$ cat src/logic/oscctl_pkg.sv
package oscctl_pkg;

  // Register addresses in the special-function register space.
  localparam logic [7:0] LF_CTRL_ADDR  = 8'h86;
  localparam logic [7:0] EXT_CTRL_ADDR = 8'hb1;

  // Field positions of the low-frequency control register.
  localparam int LF_EN_BIT    = 7;
  localparam int LF_RDY_BIT   = 6;
  localparam int LF_TRIM_LSB  = 2;
  localparam int LF_DIV_LSB   = 0;

  // Field positions of the external control register.
  localparam int EXT_VLD_BIT  = 7;
  localparam int EXT_MODE_LSB = 4;
  localparam int EXT_FCN_LSB  = 0;

  // Reset values; the trim value is normally a factory setting.
  localparam logic       LF_EN_RESET   = 1'b0;
  localparam logic [3:0] LF_TRIM_RESET = 4'h0;
  localparam logic [1:0] LF_DIV_RESET  = 2'h0;
  localparam logic [2:0] EXT_MODE_RESET = 3'h0;
  localparam logic [2:0] EXT_FCN_RESET  = 3'h0;

  // Divider select codes shared by both clock paths.
  localparam logic [1:0] DIV_BY8 = 2'h0;
  localparam logic [1:0] DIV_BY4 = 2'h1;
  localparam logic [1:0] DIV_BY2 = 2'h2;
  localparam logic [1:0] DIV_BY1 = 2'h3;

  // External oscillator mode codes.
  localparam logic [2:0] MODE_CMOS     = 3'h2;
  localparam logic [2:0] MODE_CMOS_DIV = 3'h3;
  localparam logic [2:0] MODE_RC       = 3'h4;
  localparam logic [2:0] MODE_CAP      = 3'h5;
  localparam logic [2:0] MODE_XTAL     = 3'h6;
  localparam logic [2:0] MODE_XTAL_DIV = 3'h7;

  // Timing: oscillator edges needed for settling, and the silence that voids the valid flag.
  localparam logic [5:0] LF_SETTLE_EDGES  = 6'h20;
  localparam logic [6:0] EXT_VALID_EDGES  = 7'h40;
  localparam int         CLK_PERIOD_NS    = 20;
  localparam int         EXT_STALL_NS     = 20000;
  localparam logic [10:0] EXT_STALL_CYCLES = 11'(EXT_STALL_NS / CLK_PERIOD_NS);

  // Low-frequency control fields as stored.
  typedef struct packed {
    logic       enable;
    logic [3:0] trim;
    logic [1:0] div;
  } oscctl_lf_s;

  // External control fields as stored.
  typedef struct packed {
    logic [2:0] mode;
    logic [2:0] fcn;
  } oscctl_ext_s;

  // One-hot states of the external valid detector.
  typedef enum logic [2:0] {
    EV_IDLE  = 3'b001,
    EV_COUNT = 3'b010,
    EV_GOOD  = 3'b100
  } oscctl_ev_e;

endpackage : oscctl_pkg

$ cat src/logic/oscctl_clkdiv.sv
`timescale 1ns/1ps
// Synchronises a raw oscillator level and divides it by 8, 4, 2 or 1.
module oscctl_clkdiv (
  input  wire logic       clk_i,
  input  wire logic       rst_i,
  input  wire logic       osc_i,
  input  wire logic       en_i,
  input  wire logic [1:0] sel_i,
  output logic            rise_o,
  output logic            out_o
);

  logic       sync1;  // First stage, read only by the second.
  logic       sync2;  // Second stage, safe to use.
  logic       sync3;  // Previous level for edge detection.
  logic [1:0] cnt;    // Rising edges since the last toggle.
  logic [1:0] lim;    // Edges per half output period, minus one.

  // Two-flop synchroniser plus one delay stage for the edge detector.
  always_ff @(posedge clk_i or posedge rst_i) begin
    if (rst_i) begin
      sync1 <= 1'b0;
      sync2 <= 1'b0;
      sync3 <= 1'b0;
    end else begin
      sync1 <= osc_i;
      sync2 <= sync1;
      sync3 <= sync2;
    end
  end

  assign rise_o = en_i & sync2 & ~sync3;

  // Half period in edges: 4 for divide by 8, down to 1 for divide by 2.
  always_comb begin
    unique case (sel_i)
      oscctl_pkg::DIV_BY8: lim = 2'h3;
      oscctl_pkg::DIV_BY4: lim = 2'h1;
      default:             lim = 2'h0;
    endcase
  end

  // Toggle stage; in the dividing codes every toggle sits on a rising edge, so the duty cycle is 50%; divide by 1 passes sync2 through.
  always_ff @(posedge clk_i or posedge rst_i) begin
    if (rst_i) begin
      cnt   <= 2'h0;
      out_o <= 1'b0;
    end else if (!en_i) begin
      cnt   <= 2'h0;
      out_o <= 1'b0;
    end else if (sel_i == oscctl_pkg::DIV_BY1) begin
      cnt   <= 2'h0;
      out_o <= sync2;
    end else if (rise_o) begin
      if (cnt == lim) begin
        cnt   <= 2'h0;
        out_o <= ~out_o;
      end else begin
        cnt <= cnt + 2'h1;
      end
    end
  end

  a_div_halve: assert property (@(posedge clk_i) disable iff (rst_i)
    en_i && sel_i == oscctl_pkg::DIV_BY2 && rise_o |=> out_o != $past(out_o))
    else $error("Halving stage missed a toggle.");

endmodule : oscctl_clkdiv

$ cat src/logic/oscctl_top.sv
`timescale 1ns/1ps
// Overview of operation
// - Low-frequency oscillator runs only while enabled.
// - Read-only ready flag shows settled oscillator.
// - Ready clears only on reset or divider change.
// - Four-bit trim: zero fastest, all ones slowest.
// - Divider codes select divide by 8,4,2,1.
// - Crystal takes two port pins, other running modes one.
// - External clock offered to system and peripherals.
// - Halving modes give 50% duty external clock.
// - Valid detector reports running, stable external clock.
// - Mode field decodes off, CMOS, RC, capacitor, crystal.
// - Valid reads zero in both CMOS modes.
module oscctl_top (
  input  wire logic       CLK_I,
  input  wire logic       RST_I,
  input  wire logic [7:0] SFR_ADDR_I,
  input  wire logic [7:0] SFR_WDATA_I,
  input  wire logic       SFR_WE_I,
  input  wire logic       SFR_RE_I,
  input  wire logic       LF_OSC_I,
  input  wire logic       EXT_OSC_I,
  output logic      [7:0] SFR_RDATA_O,
  output logic            LF_OSC_RUN_O,
  output logic      [3:0] LF_TRIM_O,
  output logic            LF_CLK_O,
  output logic      [2:0] EXT_MODE_O,
  output logic      [2:0] EXT_FREQ_CTRL_O,
  output logic            EXT_CLK_O,
  output logic            EXT_CLK_AVAIL_O,
  output logic            PORT0_BIT2_TAKE_O,
  output logic            PORT0_BIT3_TAKE_O
);

  oscctl_pkg::oscctl_lf_s  lf_ctrl;       // Low-frequency control fields.
  oscctl_pkg::oscctl_ext_s ext_ctrl;      // External control fields.
  oscctl_pkg::oscctl_ev_e  ev_state;      // Valid detector state.
  logic                    lf_ready;      // Sticky ready flag.
  logic              [5:0] settle_cnt;    // Oscillator edges seen while settling.
  logic                    lf_rise;       // One cycle per synchronised oscillator edge.
  logic                    ext_rise;      // One cycle per external clock edge.
  logic                    ext_clk;       // Divided external clock.
  logic              [6:0] edge_cnt;      // Edges counted toward validity.
  logic             [10:0] stall_cnt;     // Cycles since the last external edge.
  logic                    lf_wr;         // Write strobe to the low-frequency register.
  logic                    ext_wr;        // Write strobe to the external register.
  logic                    div_change;    // Software changes the divider field.
  logic                    mode_change;   // Software changes the mode field.
  logic                    ext_on;        // Mode field selects a running circuit.
  logic                    ext_cmos;      // Mode field selects a CMOS clock input.
  logic                    ext_xtal;      // Mode field selects crystal or resonator.
  logic                    ext_half;      // Mode field selects a halving stage.
  logic                    ext_valid;     // Detector reports a stable clock.
  logic                    stalled;       // No external edge for too long.

  // Address decode of the two registers.
  assign lf_wr       = SFR_WE_I && SFR_ADDR_I == oscctl_pkg::LF_CTRL_ADDR;
  assign ext_wr      = SFR_WE_I && SFR_ADDR_I == oscctl_pkg::EXT_CTRL_ADDR;
  assign div_change  = lf_wr && SFR_WDATA_I[oscctl_pkg::LF_DIV_LSB +: 2] != lf_ctrl.div;
  assign mode_change = ext_wr && SFR_WDATA_I[oscctl_pkg::EXT_MODE_LSB +: 3] != ext_ctrl.mode;

  // Mode decode; 00x is off, bit 0 marks the halving stage in CMOS and crystal.
  assign ext_on    = ext_ctrl.mode[2:1] != 2'h0;
  assign ext_cmos  = ext_ctrl.mode == oscctl_pkg::MODE_CMOS ||
                     ext_ctrl.mode == oscctl_pkg::MODE_CMOS_DIV;
  assign ext_xtal  = ext_ctrl.mode == oscctl_pkg::MODE_XTAL ||
                     ext_ctrl.mode == oscctl_pkg::MODE_XTAL_DIV;
  assign ext_half  = ext_ctrl.mode == oscctl_pkg::MODE_CMOS_DIV ||
                     ext_ctrl.mode == oscctl_pkg::MODE_XTAL_DIV;
  assign ext_valid = ev_state == oscctl_pkg::EV_GOOD;
  assign stalled   = stall_cnt == oscctl_pkg::EXT_STALL_CYCLES;

  // Low-frequency register writes; the ready bit ignores writes.
  always_ff @(posedge CLK_I or posedge RST_I) begin
    if (RST_I) begin
      lf_ctrl.enable <= oscctl_pkg::LF_EN_RESET;
      lf_ctrl.trim   <= oscctl_pkg::LF_TRIM_RESET;
      lf_ctrl.div    <= oscctl_pkg::LF_DIV_RESET;
    end else if (lf_wr) begin
      lf_ctrl.enable <= SFR_WDATA_I[oscctl_pkg::LF_EN_BIT];
      lf_ctrl.trim   <= SFR_WDATA_I[oscctl_pkg::LF_TRIM_LSB +: 4];
      lf_ctrl.div    <= SFR_WDATA_I[oscctl_pkg::LF_DIV_LSB +: 2];
    end
  end

  // External register writes; bit 3 and the valid bit are read-only.
  always_ff @(posedge CLK_I or posedge RST_I) begin
    if (RST_I) begin
      ext_ctrl.mode <= oscctl_pkg::EXT_MODE_RESET;
      ext_ctrl.fcn  <= oscctl_pkg::EXT_FCN_RESET;
    end else if (ext_wr) begin
      ext_ctrl.mode <= SFR_WDATA_I[oscctl_pkg::EXT_MODE_LSB +: 3];
      ext_ctrl.fcn  <= SFR_WDATA_I[oscctl_pkg::EXT_FCN_LSB +: 3];
    end
  end

  // Read data is registered; the divider field is write-only and reads zero.
  always_ff @(posedge CLK_I or posedge RST_I) begin
    if (RST_I) begin
      SFR_RDATA_O <= 8'h00;
    end else if (SFR_RE_I) begin
      unique case (SFR_ADDR_I)
        oscctl_pkg::LF_CTRL_ADDR:
          SFR_RDATA_O <= {lf_ctrl.enable, lf_ready, lf_ctrl.trim, 2'h0};
        oscctl_pkg::EXT_CTRL_ADDR:
          SFR_RDATA_O <= {ext_valid, ext_ctrl.mode, 1'b0, ext_ctrl.fcn};
        default:
          SFR_RDATA_O <= 8'h00;
      endcase
    end
  end

  // Low-frequency clock path; the divider stops with the oscillator.
  oscctl_clkdiv u_lf_div (
    .clk_i  (CLK_I),
    .rst_i  (RST_I),
    .osc_i  (LF_OSC_I),
    .en_i   (lf_ctrl.enable),
    .sel_i  (lf_ctrl.div),
    .rise_o (lf_rise),
    .out_o  (LF_CLK_O)
  );

  // Ready flag counts oscillator edges. A divider change wins over a
  // coinciding set, since the old settling no longer counts.
  always_ff @(posedge CLK_I or posedge RST_I) begin
    if (RST_I) begin
      lf_ready   <= 1'b0;
      settle_cnt <= 6'h00;
    end else if (div_change) begin
      lf_ready   <= 1'b0;
      settle_cnt <= 6'h00;
    end else if (!lf_ready && lf_rise) begin
      if (settle_cnt == oscctl_pkg::LF_SETTLE_EDGES - 6'h01) begin
        lf_ready <= 1'b1;
      end else begin
        settle_cnt <= settle_cnt + 6'h01;
      end
    end
  end

  // Analog drive of the low-frequency oscillator.
  always_ff @(posedge CLK_I or posedge RST_I) begin
    if (RST_I) begin
      LF_OSC_RUN_O <= 1'b0;
      LF_TRIM_O    <= oscctl_pkg::LF_TRIM_RESET;
    end else begin
      LF_OSC_RUN_O <= lf_ctrl.enable;
      LF_TRIM_O    <= lf_ctrl.trim;
    end
  end

  // External clock path; halving modes divide by two for a 50% duty cycle.
  oscctl_clkdiv u_ext_div (
    .clk_i  (CLK_I),
    .rst_i  (RST_I),
    .osc_i  (EXT_OSC_I),
    .en_i   (ext_on),
    .sel_i  (ext_half ? oscctl_pkg::DIV_BY2 : oscctl_pkg::DIV_BY1),
    .rise_o (ext_rise),
    .out_o  (ext_clk)
  );

  // Silence timer: any rising edge restarts it, it saturates at the stall limit.
  always_ff @(posedge CLK_I or posedge RST_I) begin
    if (RST_I) begin
      stall_cnt <= 11'h000;
    end else if (ext_rise || ev_state == oscctl_pkg::EV_IDLE) begin
      stall_cnt <= 11'h000;
    end else if (!stalled) begin
      stall_cnt <= stall_cnt + 11'h001;
    end
  end

  // Valid detector. CMOS inputs are never qualified, so the flag stays low there.
  // A crystal that stops for the stall time loses its valid status again.
  always_ff @(posedge CLK_I or posedge RST_I) begin
    if (RST_I) begin
      ev_state <= oscctl_pkg::EV_IDLE;
      edge_cnt <= 7'h00;
    end else if (mode_change || !ext_on || ext_cmos) begin
      ev_state <= oscctl_pkg::EV_IDLE;
      edge_cnt <= 7'h00;
    end else begin
      unique case (ev_state)
        oscctl_pkg::EV_IDLE: begin
          ev_state <= oscctl_pkg::EV_COUNT;
          edge_cnt <= 7'h00;
        end
        oscctl_pkg::EV_COUNT: begin
          if (stalled) begin
            edge_cnt <= 7'h00;
          end else if (ext_rise) begin
            if (edge_cnt == oscctl_pkg::EXT_VALID_EDGES - 7'h01) begin
              ev_state <= oscctl_pkg::EV_GOOD;
            end else begin
              edge_cnt <= edge_cnt + 7'h01;
            end
          end
        end
        oscctl_pkg::EV_GOOD: begin
          if (stalled) begin
            ev_state <= oscctl_pkg::EV_COUNT;
            edge_cnt <= 7'h00;
          end
        end
        default: begin
          ev_state <= oscctl_pkg::EV_IDLE;
          edge_cnt <= 7'h00;
        end
      endcase
    end
  end

  // Pin take-over, analog settings and the clock offered downstream.
  always_ff @(posedge CLK_I or posedge RST_I) begin
    if (RST_I) begin
      PORT0_BIT2_TAKE_O <= 1'b0;
      PORT0_BIT3_TAKE_O <= 1'b0;
      EXT_MODE_O        <= oscctl_pkg::EXT_MODE_RESET;
      EXT_FREQ_CTRL_O   <= oscctl_pkg::EXT_FCN_RESET;
      EXT_CLK_O         <= 1'b0;
      EXT_CLK_AVAIL_O   <= 1'b0;
    end else begin
      PORT0_BIT2_TAKE_O <= ext_xtal;
      PORT0_BIT3_TAKE_O <= ext_on;
      EXT_MODE_O        <= ext_ctrl.mode;
      EXT_FREQ_CTRL_O   <= ext_ctrl.fcn;
      EXT_CLK_O         <= ext_clk;
      EXT_CLK_AVAIL_O   <= ext_on && (ext_cmos || ext_valid);
    end
  end

  a_ready_sticky: assert property (@(posedge CLK_I) disable iff (RST_I)
    lf_ready && !div_change |=> lf_ready)
    else $error("Ready flag dropped without a divider change.");

  a_ready_clear: assert property (@(posedge CLK_I) disable iff (RST_I)
    div_change |=> !lf_ready && settle_cnt == 6'h00)
    else $error("Divider change did not restart settling.");

  a_ready_rise: assert property (@(posedge CLK_I) disable iff (RST_I)
    $rose(lf_ready) |-> $past(lf_rise) &&
      $past(settle_cnt) == oscctl_pkg::LF_SETTLE_EDGES - 6'h01)
    else $error("Ready flag set before the settling count.");

  a_lf_stops: assert property (@(posedge CLK_I) disable iff (RST_I)
    !lf_ctrl.enable |=> !LF_CLK_O && !LF_OSC_RUN_O)
    else $error("Low-frequency clock runs while disabled.");

  a_xtal_pins: assert property (@(posedge CLK_I) disable iff (RST_I)
    ext_xtal |=> PORT0_BIT2_TAKE_O && PORT0_BIT3_TAKE_O)
    else $error("Crystal mode did not take both pins.");

  a_single_pin: assert property (@(posedge CLK_I) disable iff (RST_I)
    ext_on && !ext_xtal |=> !PORT0_BIT2_TAKE_O && PORT0_BIT3_TAKE_O)
    else $error("Non-crystal mode pin take-over wrong.");

  a_cmos_invalid: assert property (@(posedge CLK_I) disable iff (RST_I)
    ext_cmos |=> !ext_valid)
    else $error("Valid flag set in a CMOS mode.");

  a_valid_edges: assert property (@(posedge CLK_I) disable iff (RST_I)
    $rose(ext_valid) |-> $past(ext_rise) &&
      $past(edge_cnt) == oscctl_pkg::EXT_VALID_EDGES - 7'h01)
    else $error("External clock declared valid too early.");

  a_mode_off: assert property (@(posedge CLK_I) disable iff (RST_I)
    !ext_on |=> !PORT0_BIT3_TAKE_O && !EXT_CLK_AVAIL_O ##1 !EXT_CLK_O)
    else $error("External circuit active while off.");

endmodule : oscctl_top

$ cat config.mk
export PLATFORM = sky130hd
export DESIGN_NAME = oscctl_top
export DESIGN_NICKNAME = d
export VERILOG_FILES = /design/src/logic/oscctl_pkg.sv /design/src/logic/oscctl_clkdiv.sv /design/src/logic/oscctl_top.sv
export SDC_FILE = /design/constraint.sdc
export NUM_CORES = 1
export LEC_CHECK = 0
export ABC_AREA = 1
export BUFFER_PORTS_ARGS = -buffer_cell sky130_fd_sc_hd__buf_4
export CORE_MARGIN = 2
export CORE_UTILIZATION = 62
export DETAILED_ROUTE_END_ITERATION = 8
export HOLD_SLACK_MARGIN = 0.05
export PLACE_DENSITY_LB_ADDON = 0.05
export SLEW_MARGIN = 5
export SYNTH_ARGS = -nofsm -noshare
export SYNTH_HDL_FRONTEND = slang
export SYNTH_SLANG_ARGS = --single-unit
$ cat constraint.sdc
create_clock -name CLK_I -period 3.7 [get_ports CLK_I]
set_input_delay 0.74 -clock CLK_I [delete_from_list [all_inputs] [get_ports CLK_I]]
set_output_delay 0.74 -clock CLK_I [all_outputs]
set_load 0.02 [all_outputs]
Word-level counts from Yosys, hierarchy flattened
Index checks and enable logic that the tools add are counted.
Widths: inputs -> output; s select.
{"block": "op_classes", "add_sub_neg": 5, "n_eq_ne": 32, "muxes": 40, "n_bitwise": 8, "n_reduce_logical": 26}
{"operator": "$mux 7", "n": 5}
{"operator": "$mux 11", "n": 2}
{"operator": "$mux 6", "n": 3}
{"operator": "$eq 8x8->1 const B", "n": 2}
{"operator": "$mux 2", "n": 8}
{"operator": "$pmux 8 s2", "n": 1}
{"operator": "$mux 3", "n": 5}
{"operator": "$pmux 7 s2", "n": 1}
{"operator": "$mux 1", "n": 12}
{"operator": "$ne 3x1->1 const B", "n": 4}
{"operator": "$add 11x1->11 const B", "n": 1}
{"operator": "$eq 11x10->1 const B", "n": 1}
{"operator": "$eq 3x2->1 const B", "n": 3}
{"operator": "$eq 3x3->1 const B", "n": 3}
{"operator": "$ne 3x3->1 const B", "n": 3}
{"operator": "$pmux 3 s3", "n": 1}
{"operator": "$ne 4x4->1 const B", "n": 2}
{"operator": "$pmux 2 s2", "n": 2}
{"operator": "$reduce_and 2->1", "n": 4}
{"operator": "$add 7x1->7 const B", "n": 1}
{"operator": "$eq 7x6->1 const B", "n": 1}
{"operator": "$logic_or 1x1->1", "n": 7}
{"operator": "$add 6x1->6 const B", "n": 1}
{"operator": "$eq 6x5->1 const B", "n": 1}
{"operator": "18 further kinds", "n": 37}
{"block": "word_totals", "reg_bits": 76, "out_inout_bits": 24}

Depth between registers and ports, before layout
Gate-level depths: netlist of run 1.
{"block": "depth", "depth_word": 10, "depth_mapped": 11}

Modules after synthesis
Synthesis of run 1 repeated with hierarchy kept, for this count alone.
{"block": "hier_totals", "cells_unflattened": 451, "area_unflattened_um2": 3788.6}
{"mod": "oscctl_top", "n_inst": 1, "cells_each": 373, "area_per_inst_um2": 3168.0, "seq_area_each_um2": 1602.8}
{"mod": "oscctl_clkdiv", "n_inst": 2, "cells_each": 39, "area_per_inst_um2": 310.3, "seq_area_each_um2": 150.1}

Least setup slack after synthesis of run 1
OpenSTA, ideal clock, no wires.
{"block": "synth_timing", "path_type": "input to register", "from": "input SFR_ADDR_I[1]", "to": "register edge_cnt[5]", "setup_time_ps": 119, "arrival_ps": 1749, "required_ps": 3581, "slack_ps": 1832, "stages": 9, "path_buffers": 1, "path_cell_list": "inv_1 -> nand2_1 -> nor2_1 -> nand3_1 -> buf_2 -> a21oi_1 -> nor2_1 -> nand4_1 -> nand2_1"}
{"block": "synth_via", "elab_chain_cells": 7}
{"item": "start: declaration", "line_no": "oscctl_top.sv:17", "text": "input wire logic [7:0] SFR_ADDR_I,"}
{"item": "$eq 8x8->1 *", "line_no": "oscctl_top.sv:58", "text": "assign ext_wr = SFR_WE_I && SFR_ADDR_I == oscctl_pkg::EXT_CTRL_ADDR;"}
{"item": "$logic_and 1x1->1 *", "line_no": "oscctl_top.sv:58"}
{"item": "$logic_and 1x1->1 *", "line_no": "oscctl_top.sv:60", "text": "assign mode_change = ext_wr && SFR_WDATA_I[oscctl_pkg::EXT_MODE_LSB +: 3] != ext_ctrl.mode;"}
{"item": "$logic_or 1x1->1 * (2 in a row)", "line_no": "oscctl_top.sv:181", "text": "end else if (mode_change || !ext_on || ext_cmos) begin"}
{"item": "$ne 4x4->1 (no source line) or $ne 3x1->1 (tied branches)"}
{"item": "$reduce_and 3->1 (no source line)"}
{"item": "end signal: assignment", "line_no": "oscctl_top.sv:197", "text": "edge_cnt <= edge_cnt + 7'h01;"}
{"item": "end: declaration", "line_no": "oscctl_top.sv:43", "text": "logic [6:0] edge_cnt;"}
Every way passes the cells marked *; elsewhere a longest branch is shown, timed or not.
A chain may end at the register's enable or synchronous reset.

Worst setup path in the final report of run 1
{"block": "layout_timing", "from": "input SFR_ADDR_I[3]", "to": "register settle_cnt[3]"}
{"block": "layout_via", "elab_chain_cells": 5}
{"item": "$eq 8x8->1 *", "line_no": "oscctl_top.sv:57", "text": "assign lf_wr = SFR_WE_I && SFR_ADDR_I == oscctl_pkg::LF_CTRL_ADDR;"}
{"item": "$logic_and 1x1->1 *", "line_no": "oscctl_top.sv:57"}
{"item": "$logic_and 1x1->1 *", "line_no": "oscctl_top.sv:59", "text": "assign div_change = lf_wr && SFR_WDATA_I[oscctl_pkg::LF_DIV_LSB +: 2] != lf_ctrl.div;"}
{"item": "$ne 2x2->1 (no source line) or $reduce_bool 2->1 (tied branches)"}
{"item": "$reduce_and 2->1 (no source line)"}
{"item": "end signal: assignment", "line_no": "oscctl_top.sv:137", "text": "settle_cnt <= settle_cnt + 6'h01;"}
{"item": "end: declaration", "line_no": "oscctl_top.sv:39", "text": "logic [5:0] settle_cnt;"}
Marked as above.

==> results of run 1 <==
through the flow:
stage	total power [W]	worst slack, ns
global route	0.00173	1.44
global placement	0.00113	1.34
CTS	0.00167	1.62
finish	0.00166	1.61
floorplan	0.00105	1.02
detailed placement	0.00113	1.25
power groups by stage:
stage	combinational (W)	sequential [W]	clock, W
4_1_cts	0.000197	0.000921	0.000551
5_1_grt	0.000221	0.000928	0.000583
6_report	0.000193	0.000921	0.000541
2_1_floorplan	0.000106	0.000949	0
3_3_place_gp	0.000192	0.000935	0
3_5_place_dp	0.000196	0.000937	0
per-layer routing:
layer	global-route usage, %	part of all wire, %	vias up
met5	0	0	-
met4	11.0	2.2	0
met3	4.27	4.3	13
met2	39.4	47	54
met1	33.1	46	1370
li1	-	-	1441
flip-flops by register name (all words and copies together), names as in the netlist, 2 cells and up:
register         cells
stall_cnt           11
SFR_RDATA_O          8
edge_cnt             7
lf_ctrl              7
ext_ctrl             6
settle_cnt           6
LF_TRIM_O            4
EXT_FREQ_CTRL_O      3
EXT_MODE_O           3
ev_state             3
u_ext_div.cnt        2
u_lf_div.cnt         2
cell type report:
cell class / instances / area (sq um) / area share, %
Sequential cell: 76 / 1900 / 45.7
Clock buffer: 10 / 138 / 3.30
Inverter: 60 / 225 / 5.40
Timing Repair Buffer: 47 / 365 / 8.77
Tap cell: 72 / 90.1 / 2.16
Multi-Input combinational cell: 272 / 1420 / 34.0
Clock inverter: 5 / 28.8 / 0.690
worst max-delay path, stage by stage:
cell and delay (ns):
buf_4 0.11, nor4_1 0.35, nand2_1 0.27, nor2_2 0.46, o21ai_2 0.23, nand3_1 0.13, nand2_1 0.06
worst paths after layout:
path,endpoint,cells after the start
worst max-delay path,settle_cnt[3],7
worst min-delay path,u_ext_div.sync2,0
worst max register to register,stall_cnt[4],8
worst min register to register,u_ext_div.sync2,0
max in group asynchronous,settle_cnt[4],3
min in group asynchronous,EXT_MODE_O[1],2
logic make-up (layout without fill, tap and decap cells):
| group | Yosys count | in the layout | synth area share [%] |
|---|---|---|---|
| buffers and inverters | 65 | 122 | 7.43 |
| muxes | 3 | 3 | 0.907 |
| and+or+nand+nor | 204 | 204 | 26.4 |
| DFF | 76 | 76 | 53.1 |
| xor gates and xnor gates | 10 | 10 | 2.44 |
| AOI/OAI and AO/OA | 49 | 49 | 7.71 |
| adders and majority gates | 6 | 6 | 2.09 |
placed cells by master, fill, tap and decap left out, types with 3 or more instances in the layout:
| master | count |
|---|---|
| o22ai_1 | 5 |
| nand3_1 | 31 |
| xor2_1 | 8 |
| a211oi_1 | 4 |
| nand4_1 | 12 |
| a21oi_1 | 15 |
| nor2_1 | 33 |
| clkbuf_8 | 10 |
| nor3_1 | 7 |
| or2_2 | 3 |
| buf_4 | 46 |
| o21ai_0 | 19 |
| inv_1 | 56 |
| ha_1 | 6 |
| nand3_4 | 3 |
| dfrtp_1 | 75 |
| nand3b_1 | 3 |
| inv_2 | 4 |
| clkinv_2 | 4 |
| nand2_1 | 101 |
==> summary.md, run 1 <==
| Metric | Value |
|---|---|
| Synth top area share | 52.3% |
| Final wirelength | 7.00 mm |
| Hold-fix buffers, CTS | 0 |
| Post-synth net total | 441 |
| Net count, final | 494 |
| Switch share | 26.4% |
| First-pass GRT wire length | 12.1 mm |
| Post-layout instance area | 4170 sq um |
| Initial core utilization | 64.7% |
| Clock power frac | 32.7% |
| DP Area | 4000 sq um |
| Die area | 6410 sq um |
| # port buffers | 45 |
| RR Startpoint | ext_ctrl[5] |
| Cell-internal power | 0.00122 W |
| CP endpoint kind | register |
| Fin crit period | 2.10 ns |
| Synth cell count leaders | nand2_1 (101), dfrtp_1 (75), inv_1 (57) |
| Fillers | 400 |
| YS warnings | 0 |
| Residual DRC | 0 |
| Post-synth top area cell | dfrtp_1 |
| Critical Path Source | SFR_ADDR_I[3] |
| Slew margin rel. | 49.3% |
| GPL Wtd Cong | 0.862 |
| Initial antenna violation count | 0 |
| Peak VDD IR | 0.000369 V |
| Clk buf depth | 2 |
| Fmax | 0.477 GHz |
| Post-synth ARST share | 100% |
| CP max FO | 13 |
| Ys flop type | dfrtp_1 |
| Worst path required time | 3.94 ns |
| Layout area overhead | 16.2% |
| Antenna fix cells | 0 |
| # resized after CTS | 0 |
| DP HPWL | 5.16 mm |
| Die Y | 80.1 microns |
| Hold WS | 0.356 ns |
| Vias per inst | 5.31 |
| Max-slew violation count | 0 |
| All-Layer GR Usage | 24.6% |
| Part of the cycle the worst path needs | 56.6% |
| Cell Area, Synth | 3590 sq um |
| Outcome | finished, final reports clean |
| Internal reg-to-reg setup slack | 1.84 ns |
| Hold Crit Start | u_ext_div.sync1 |
| Reg clk slew, reported paths | 0.07 ns |
| Final Setup Violations | 0 |
| Die width | 80.1 microns |
| Number of synthesized flops with an enable pin | 0 |
| Vias in the first global route | 2,750 |
| DR pass1 iterations | 4 |
| CTS Sinks | 76 |
| MaxCap Viol Count | 0 |
| Starting DRT DRC Count | 175 |
| Core footprint | 5540 sq um |
| Io pins | 46 |
| Most area-consuming cells after synthesis | dfrtp_1 (52%), nand2_1 (11%), inv_1 (6.0%), nand3_1 (4.3%), nor2_1 (3.5%) |
| Worst hold path class | register to register |
| Cts bufs inserted | 9 |
| Setup CP Type | input pin to register |
| Nature of the critical path startpoint | input pin |
| # rows | 27 |
| Post-route setup TNS | 0 ns |
| CTS tree | yes |
| Least-Margin Pin Slew | 0.759 ns |
| Non-Filler Instances | 542 |
| Final Skew | 0.00529 ns |
| RSZ-0062 raised after global routing | false |
| Seq/Total Area, Yosys | 53.1% |
| Logic pwr share | 11.7% |
| Postcts setup bufs | 0 |
| Pwr per Cell Area | 397 nW/um^2 |
| Vias post-DR | 2,878 |
| Layout cell share with drive strength beyond 1 | 17.4% |
| Top-count cell post-synth | nand2_1 |
| CTS Root Cell | clkbuf_8 |
| Synth Area per Inst | 8.69 sq um |
| Psw | 0.000437 W |
| Leakage | 2.16 nW |
| H-Tree Depth | 3 |
| Hold Fails Final Rpt | 0 |
| Flop pwr share | 55.6% |
| Largest net degree at the start of global routing | 41 |
| Core Util, Final | 75.2% |
| Clock Latency Late Sink | 0.35 ns |
| Grt ovf | 0 |
| Post-Syn Instances | 413 |
| Antenna-violating nets left | 0 |
| Worst Path Arrival | 2.34 ns |
| #FFs+latches synth | 76 |
| Placed insts | 527 |
| Synth unique cells | 38 |
| WL/cell | 12.9 microns |
(Power assumes the default switching activity.)
==> run 2, diff against run 1 <==
--- a/config.mk
+++ b/config.mk
@@ -5,10 +5,10 @@
 export SDC_FILE = /design/constraint.sdc
 export NUM_CORES = 1
 export LEC_CHECK = 0
-export ABC_AREA = 1
+export ABC_AREA = 0
 export BUFFER_PORTS_ARGS = -buffer_cell sky130_fd_sc_hd__buf_4
 export CORE_MARGIN = 2
-export CORE_UTILIZATION = 62
+export CORE_UTILIZATION = 51
 export DETAILED_ROUTE_END_ITERATION = 8
 export HOLD_SLACK_MARGIN = 0.05
 export PLACE_DENSITY_LB_ADDON = 0.05
==> constraint.sdc (replaced) <==
create_clock -name CLK_I -period 1.79 [get_ports CLK_I]
set_input_delay 0.358 -clock CLK_I [delete_from_list [all_inputs] [get_ports CLK_I]]
set_output_delay 0.358 -clock CLK_I [all_outputs]
set_load 0.02 [all_outputs]
==> run 2 against run 1 <==
  * Sequential power up 110%
  * Critical path type is now register to register
  * Utilization down 9.0 points
  * Setup slack worse by 1.6 ns
  * Largest power group unchanged
==> summary.md, run 2 <==
| Metric | Value |
|---|---|
| Outcome | finished, final reports clean |
| Part of the cycle the worst path needs | 97.1% |
| Hold-fix buffers, CTS | 0 (unchanged) |
| Die width | 85.7 microns (+7.0%) |
| Clk buf depth | 2 (unchanged) |
| Max-slew violation count | 0 (unchanged) |
| First-pass GRT wire length | 11.7 mm (-2.9%) |
| Leakage | 1.86 nW (-14%) |
| Cells on worst reg2reg path | 5 (-3) |
| Synth cell count leaders | dfrtp_1 (75), nor2_1 (33), a21oi_1 (20) |
| Die Y | 85.7 microns (+7.0%) |
| Vias per inst | 5.51 (+3.8%) |
| Grt ovf | 0 (unchanged) |
| Seq/Total Area, Yosys | 55.9% (+2.9 points) |
| CTS tree | yes |
| H-Tree Depth | 3 (unchanged) |
| Starting DRT DRC Count | 123 (-30%) |
| Cell Area, Synth | 3400 sq um (-5.1%) |
| Initial core utilization | 53.3% (-11 points) |
| Top reg by flops | stall_cnt |
| Top-count cell post-synth | dfrtp_1 |
| #FFs+latches synth | 76 (unchanged) |
| CP max FO | 7 (-6) |
| Non-Filler Instances | 459 (-15%) |
| Logic pwr share | 16.7% (+5.0 points) |
| Flop pwr share | 49.2% (-6.4 points) |
| Peak VDD IR | 0.000593 V (+61%) |
| Fin crit period | 1.74 ns |
| Initial antenna violation count | 0 (unchanged) |
| Die area | 7340 sq um (+15%) |
| Core footprint | 6390 sq um (+15%) |
| Psw | 0.00108 W (+150%) |
| Post-synth net total | 331 (-25%) |
| Most common cell after layout, fill and taps aside | dfrtp_1 |
| WL/cell | 14.5 microns (+12%) |
| DP Area | 3990 sq um (-0.19%) |
| DP HPWL | 4.72 mm (-8.6%) |
| Fmax | 0.576 GHz |
| CP endpoint kind | register |
| Post-Syn Instances | 303 (-27%) |
| Layout cell share with drive strength beyond 1 | 29.8% (+12 points) |
| Max incr delay on CP | 0.39 ns (-0.07 ns) |
| MaxCap Viol Count | 0 (unchanged) |
| Residual DRC | 0 (unchanged) |
| Setup CP Type | register to register |
| Vias post-DR | 2,530 (-12%) |
| Nature of the critical path startpoint | register |
| Max reg flops | 11 (unchanged) |
| Post-synth top area cell | dfrtp_1 |
| Slew margin rel. | 70.5% (+21 points) |
| # port buffers | 45 (unchanged) |
| Largest registers | stall_cnt x11, SFR_RDATA_O x8 |
| Hold Fails Final Rpt | 0 (unchanged) |
| Antenna-violating nets left | 0 (unchanged) |
| Synth top area share | 55.1% (+2.8 points) |
| Net count, final | 405 (-18%) |
| Pwr per Cell Area | 939 nW/um^2 (+140%) |
| Post-synth ARST share | 100% (unchanged) |
| Cell-internal power | 0.00289 W (+140%) |
| Reg clk slew, reported paths | 0.08 ns (about the same) |
| Least-Margin Pin Slew | 0.436 ns (-0.323 ns) |
| Worst path required time | 2.06 ns (-1.88 ns) |
| Final Setup Violations | 0 (unchanged) |
| Layout area overhead | 24.2% |
| Post-layout instance area | 4230 sq um (+1.4%) |
| Clock power frac | 34.1% (+1.4 points) |
| RSZ-0062 raised after global routing | false |
| Io pins | 46 (unchanged) |
| Synth unique cells | 55 (+45%) |
| CTS Root Cell | clkbuf_8 |
| Hold WS | 0.0873 ns (-0.269 ns) |
| Ys flop type | dfrtp_1 |
| Number of synthesized flops with an enable pin | 0 (unchanged) |
| Cts bufs inserted | 9 (unchanged) |
| # rows | 29 (+7.4%) |
| DR pass1 iterations | 4 (unchanged) |
| Final wirelength | 6.66 mm (-4.8%) |
| Slowest CP cell | dfrtp_1 |
| Switch share | 27.2% (+0.82 points) |
| Fillers | 509 (+27%) |
| GPL Wtd Cong | 0.760 (-12%) |
| Final Skew | 0.0121 ns (+0.00679 ns) |
| Most area-consuming cells after synthesis | dfrtp_1 (55%), mux2_2 (4.0%), nor2_1 (3.6%), xnor2_1 (3.1%), a21oi_1 (2.9%) |
| Largest net degree at the start of global routing | 77 (+88%) |
| Clock Latency Late Sink | 0.35 ns (about the same) |
| Synth Area per Inst | 11.2 sq um (+29%) |
| All-Layer GR Usage | 20.5% (-4.1 points) |
| Worst hold path class | input pin to async pin |
| CTS Sinks | 76 (unchanged) |
| Placed insts | 441 (-16%) |
| Critical path, cell by cell | ha_2 -> and3_4 -> a211o_4 -> or3_1 -> a31oi_1 |
| Vias in the first global route | 2,494 (-9.3%) |
| Commonest non-fill, non-tap cells in the layout | dfrtp_1 (75), buf_4 (67), nor2_1 (33) |
| Antenna fix cells | 0 (unchanged) |
| YS warnings | 0 (unchanged) |
| Worst Path Arrival | 2.00 ns (-0.34 ns) |
## run 2: cell count changes in the layout (fill, tap and decap cells not counted), moves of 5 or more
| cell | previous run | this run |
|---|---|---|
| a21oi_1 | 15 | 20 |
| nand2_1 | 101 | 15 |
| o21ai_0 | 19 | 11 |
| nand3_1 | 31 | 15 |
| o211ai_1 | 0 | 6 |
| nand2b_1 | 0 | 5 |
| buf_4 | 46 | 67 |
| o22ai_1 | 5 | 0 |
| nor3_1 | 7 | 2 |
| inv_1 | 56 | 11 |
| xnor2_1 | 2 | 12 |
| nand4_1 | 12 | 3 |
| mux2_2 | 2 | 12 |
| a22oi_1 | 0 | 5 |
## run 2: final cells by class
type,instances,area (sq um),area share [%]
inverters,12,48.8,1.15
clock buffers,13,169,4.00
well taps,77,96.3,2.28
repair buffers,68,523,12.4
multi-input cells,210,1440,34.1
clock inverters,3,43.8,1.04
flip-flops and latches,76,1900,45.0
## run 2: kinds of logic (layout without fill, tap and decap cells)
| group | count (synthesis) | in the layout | synth area share [%] |
|---|---|---|---|
| AOI/OAI and AO/OA | 58 | 58 | 11.1 |
| xor gates and xnor gates | 19 | 19 | 4.89 |
| adders and majority gates | 6 | 6 | 2.21 |
| buffers and inverters | 17 | 96 | 1.91 |
| DFF | 76 | 76 | 55.9 |
| muxes | 16 | 16 | 5.15 |
| and+or+nand+nor | 111 | 111 | 18.8 |
## run 2: final timing paths
path | startpoint | to | slack (ns)
max | edge_cnt[1] | edge_cnt[0] | 0.05
min | RST_I | LF_TRIM_O[1] | 0.09
max reg2reg | edge_cnt[1] | edge_cnt[0] | 0.05
min reg2reg | u_ext_div.sync1 | u_ext_div.sync2 | 0.37
max in group asynchronous | RST_I | ev_state[0] | 1.31
min in group CLK_I | LF_OSC_I | u_lf_div.sync1 | 0.12
## run 2: through the flow
step	util, %	power, W	setup TNS, ns	worst slack, ns
detailed placement	62.5	0.00264	0	0.00602
floorplan	-	0.00239	-0.00887	-0.00887
finish	66.2	0.00397	0	0.0526
CTS	66.1	0.00400	0	0.00481
global placement	62.5	0.00263	0	0.0298
global route	66.2	0.00418	0	0.00371
## run 2: timing repair
action | 4_1_cts | 5_1_grt
resized for setup | 0 | 1
buffers inserted | 2 | 0
pin swaps | 1 | 3
setup endpoints to repair | 1 | 3
## run 2: worst max-delay path: cells and delay by family, from the launching register on
family | cells | cell delay, ns
adder cells (fa/ha/maj) | 1 | 0.19
flip-flops | 1 | 0.39
AO/OA/AOI/OAI | 2 | 0.54
AND/OR/NAND/NOR | 2 | 0.54
## run 2: power groups by stage
stage,clock network (W),logic [W],registers (W)
4_1_cts,0.00139,0.000661,0.00195
2_1_floorplan,0,0.000388,0.00200
3_5_place_dp,0,0.000655,0.00199
3_3_place_gp,0,0.000648,0.00198
6_report,0.00135,0.000663,0.00195
5_1_grt,0.00146,0.000744,0.00197
## run 2: per-layer routing
| metal | share of wire, % | vias to the layer above | wire (microns) | GRT usage [%] |
|---|---|---|---|---|
| li1 | - | 1235 | - | - |
| met3 | 3.2 | 11 | 214 | 3.56 |
| met2 | 48 | 39 | 3230 | 32.1 |
| met4 | 2.1 | 0 | 140 | 9.09 |
| met1 | 46 | 1245 | 3080 | 28.3 |
| met5 | 0 | - | 0 | 0 |
==> run 3, diff against run 2 <==
--- a/config.mk
+++ b/config.mk
@@ -11,7 +11,7 @@
 export CORE_UTILIZATION = 51
 export DETAILED_ROUTE_END_ITERATION = 8
 export HOLD_SLACK_MARGIN = 0.05
-export PLACE_DENSITY_LB_ADDON = 0.05
+export PLACE_DENSITY_LB_ADDON = 0.3
 export SLEW_MARGIN = 5
 export SYNTH_ARGS = -nofsm -noshare
 export SYNTH_HDL_FRONTEND = slang
==> run 3 against run 2 <==
  * Utilization hardly changed
  * Maximum frequency up 0.30%
  * Critical path depth unchanged
  * Setup slack better by 0.0052 ns
  * Hold slack worse by 0.016 ns
  * Clock skew fell by 0.0074 ns
  * Critical path type unchanged
==> summary.md, run 3 (same netlist as run 2, synthesis figures left out) <==
| Metric | Value |
|---|---|
| Antenna fix cells | 0 (unchanged) |
| Pwr per Cell Area | 937 nW/um^2 (-0.20%) |
| Max-slew violation count | 0 (unchanged) |
| DP HPWL | 4.90 mm (+3.8%) |
| Hold Fails Final Rpt | 0 (unchanged) |
| Vias in the first global route | 2,502 (+0.32%) |
| Max reg flops | 11 (unchanged) |
| Reg clk slew, reported paths | 0.08 ns (about the same) |
| Layout cell share with drive strength beyond 1 | 29.9% (+0.078 points) |
| Part of the cycle the worst path needs | 96.8% (-0.29 points) |
| Fmax | 0.577 GHz (+0.30%) |
| Die width | 85.7 microns (unchanged) |
| Non-Filler Instances | 458 (-0.22%) |
| Placed insts | 440 (-0.23%) |
| RSZ-0062 raised after global routing | false |
| GPL Wtd Cong | 0.877 (+15%) |
| Least-Margin Pin Slew | 0.454 ns (+0.0181 ns) |
| Post-layout worst setup margin | 0.0578 ns (+0.00520 ns) |
| Final Skew | 0.00472 ns (-0.00736 ns) |
| MaxCap Viol Count | 0 (unchanged) |
| Final wirelength | 6.79 mm (+1.9%) |
| Pre-CTS WS | 0.0129 ns (+0.00686 ns) |
| Clk buf depth | 2 (unchanged) |
| Leakage | 1.84 nW (-0.96%) |
| Core Util, Final | 66.2% (about the same) |
| Fillers | 511 (+0.39%) |
| Io pins | 46 (unchanged) |
| DR pass1 iterations | 4 (unchanged) |
| Outcome | finished, final reports clean |
| # port buffers | 45 (unchanged) |
| # rows | 29 (unchanged) |
| Most common cell after layout, fill and taps aside | dfrtp_1 |
| Vias per inst | 5.49 (-0.34%) |
| Top reg by flops | stall_cnt |
| Peak VDD IR | 0.000890 V (+50%) |
| Final Setup Violations | 0 (unchanged) |
| First-pass GRT wire length | 11.7 mm (-0.36%) |
| Setup CP Type | register to register |
| Commonest non-fill, non-tap cells in the layout | dfrtp_1 (75), buf_4 (64), nor2_1 (33) |
| Fin crit period | 1.73 ns (-0.00520 ns) |
| CTS Sinks | 76 (unchanged) |
| Post-route setup TNS | 0 ns (unchanged) |
| CTS Root Cell | clkbuf_8 |
| Largest registers | stall_cnt x11, SFR_RDATA_O x8 |
| Starting DRT DRC Count | 193 (+57%) |
| Cts bufs inserted | 9 (unchanged) |
| Largest net degree at the start of global routing | 42 (-45%) |
| CP max FO | 6 (-1) |
| Grt ovf | 0 (unchanged) |
| Vias post-DR | 2,516 (-0.55%) |
| Die Y | 85.7 microns (unchanged) |
| WL/cell | 14.8 microns (+2.2%) |
| Net count, final | 404 (-0.25%) |
| All-Layer GR Usage | 20.5% (+0.038 points) |
| Die area | 7340 sq um (unchanged) |
| Layout area overhead | 24.2% (about the same) |
| Slew margin rel. | 69.7% (-0.86 points) |
| CTS tree | yes |
| Worst Path Arrival | 2.01 ns (about the same) |
| CP endpoint kind | register |
| Hold-fix buffers, CTS | 0 (unchanged) |
| Residual DRC | 0 (unchanged) |
| Antenna-violating nets left | 0 (unchanged) |
| Worst hold path class | input pin to async pin |
| Core footprint | 6390 sq um (unchanged) |
| Worst path required time | 2.07 ns (about the same) |
| Initial core utilization | 53.3% (unchanged) |
| Initial antenna violation count | 0 (unchanged) |
| H-Tree Depth | 3 (unchanged) |
| Nature of the critical path startpoint | register |
| Clock Latency Late Sink | 0.35 ns (about the same) |
[run 3: metal layers]
metal,vias up,global-route usage (%),wire (microns)
met3,14,6.26,291
met1,1218,26.7,3050
met2,47,32.7,3350
li1,1237,-,-
met4,0,7.65,105
met5,-,0,0
[run 3: layout make-up]
cell class,instances,area [sq um],area share (%)
Clock buffer,11,151,3.58
Clock inverter,5,60.1,1.42
Inverter,12,48.8,1.15
Multi-Input combinational cell,210,1440,34.1
Sequential cell,76,1900,45.0
Tap cell,77,96.3,2.28
Timing Repair Buffer,67,526,12.4
[run 3: stage by stage]
stage | cell area (sq um) | hold slack [ns] | total power [W]
floorplan | 3410 | 0.331 | 0.00239
CTS | 4210 | 0.0710 | 0.00399
detailed placement | 4000 | 0.340 | 0.00264
finish | 4230 | 0.0714 | 0.00396
global route | 4230 | 0.0813 | 0.00417
global placement | 4000 | 0.333 | 0.00262
[run 3: worst max-delay path, stage by stage, from the launching register on]
cell and delay, ns:
dfrtp_1 0.38, ha_2 0.19, and3_4 0.18, a211o_4 0.35, or4_4 0.42, a31oi_2 0.13
[run 3: final timing paths]
kind | endpoint | slack (ns) | cells past startpoint | from
worst max register to register | edge_cnt[3] | 0.06 | 5 | edge_cnt[1]
worst max-delay path | edge_cnt[3] | 0.06 | 5 | edge_cnt[1]
max in group asynchronous | ev_state[0] | 1.45 | 3 | RST_I
worst min-delay path | LF_TRIM_O[1] | 0.07 | 3 | RST_I
worst min register to register | u_lf_div.sync2 | 0.35 | 0 | u_lf_div.sync1
min in group CLK_I | u_ext_div.sync1 | 0.11 | 1 | EXT_OSC_I
[run 3: what timing repair did]
item                                   in CTS  in global routing
resized for setup                           0                  1
endpoints found under the hold margin       0                  0
buffers inserted                            0                  2
setup endpoints to repair                   1                  4
pin swaps                                   1                  4
[run 3: where the power goes]
part	total, W	switching (W)	internal, W	leakage (nW)
clock	0.00135	0.000628	0.000719	0.0938
combinational	0.000664	0.000379	0.000285	0.772
sequential	0.00195	0.000105	0.00185	0.976
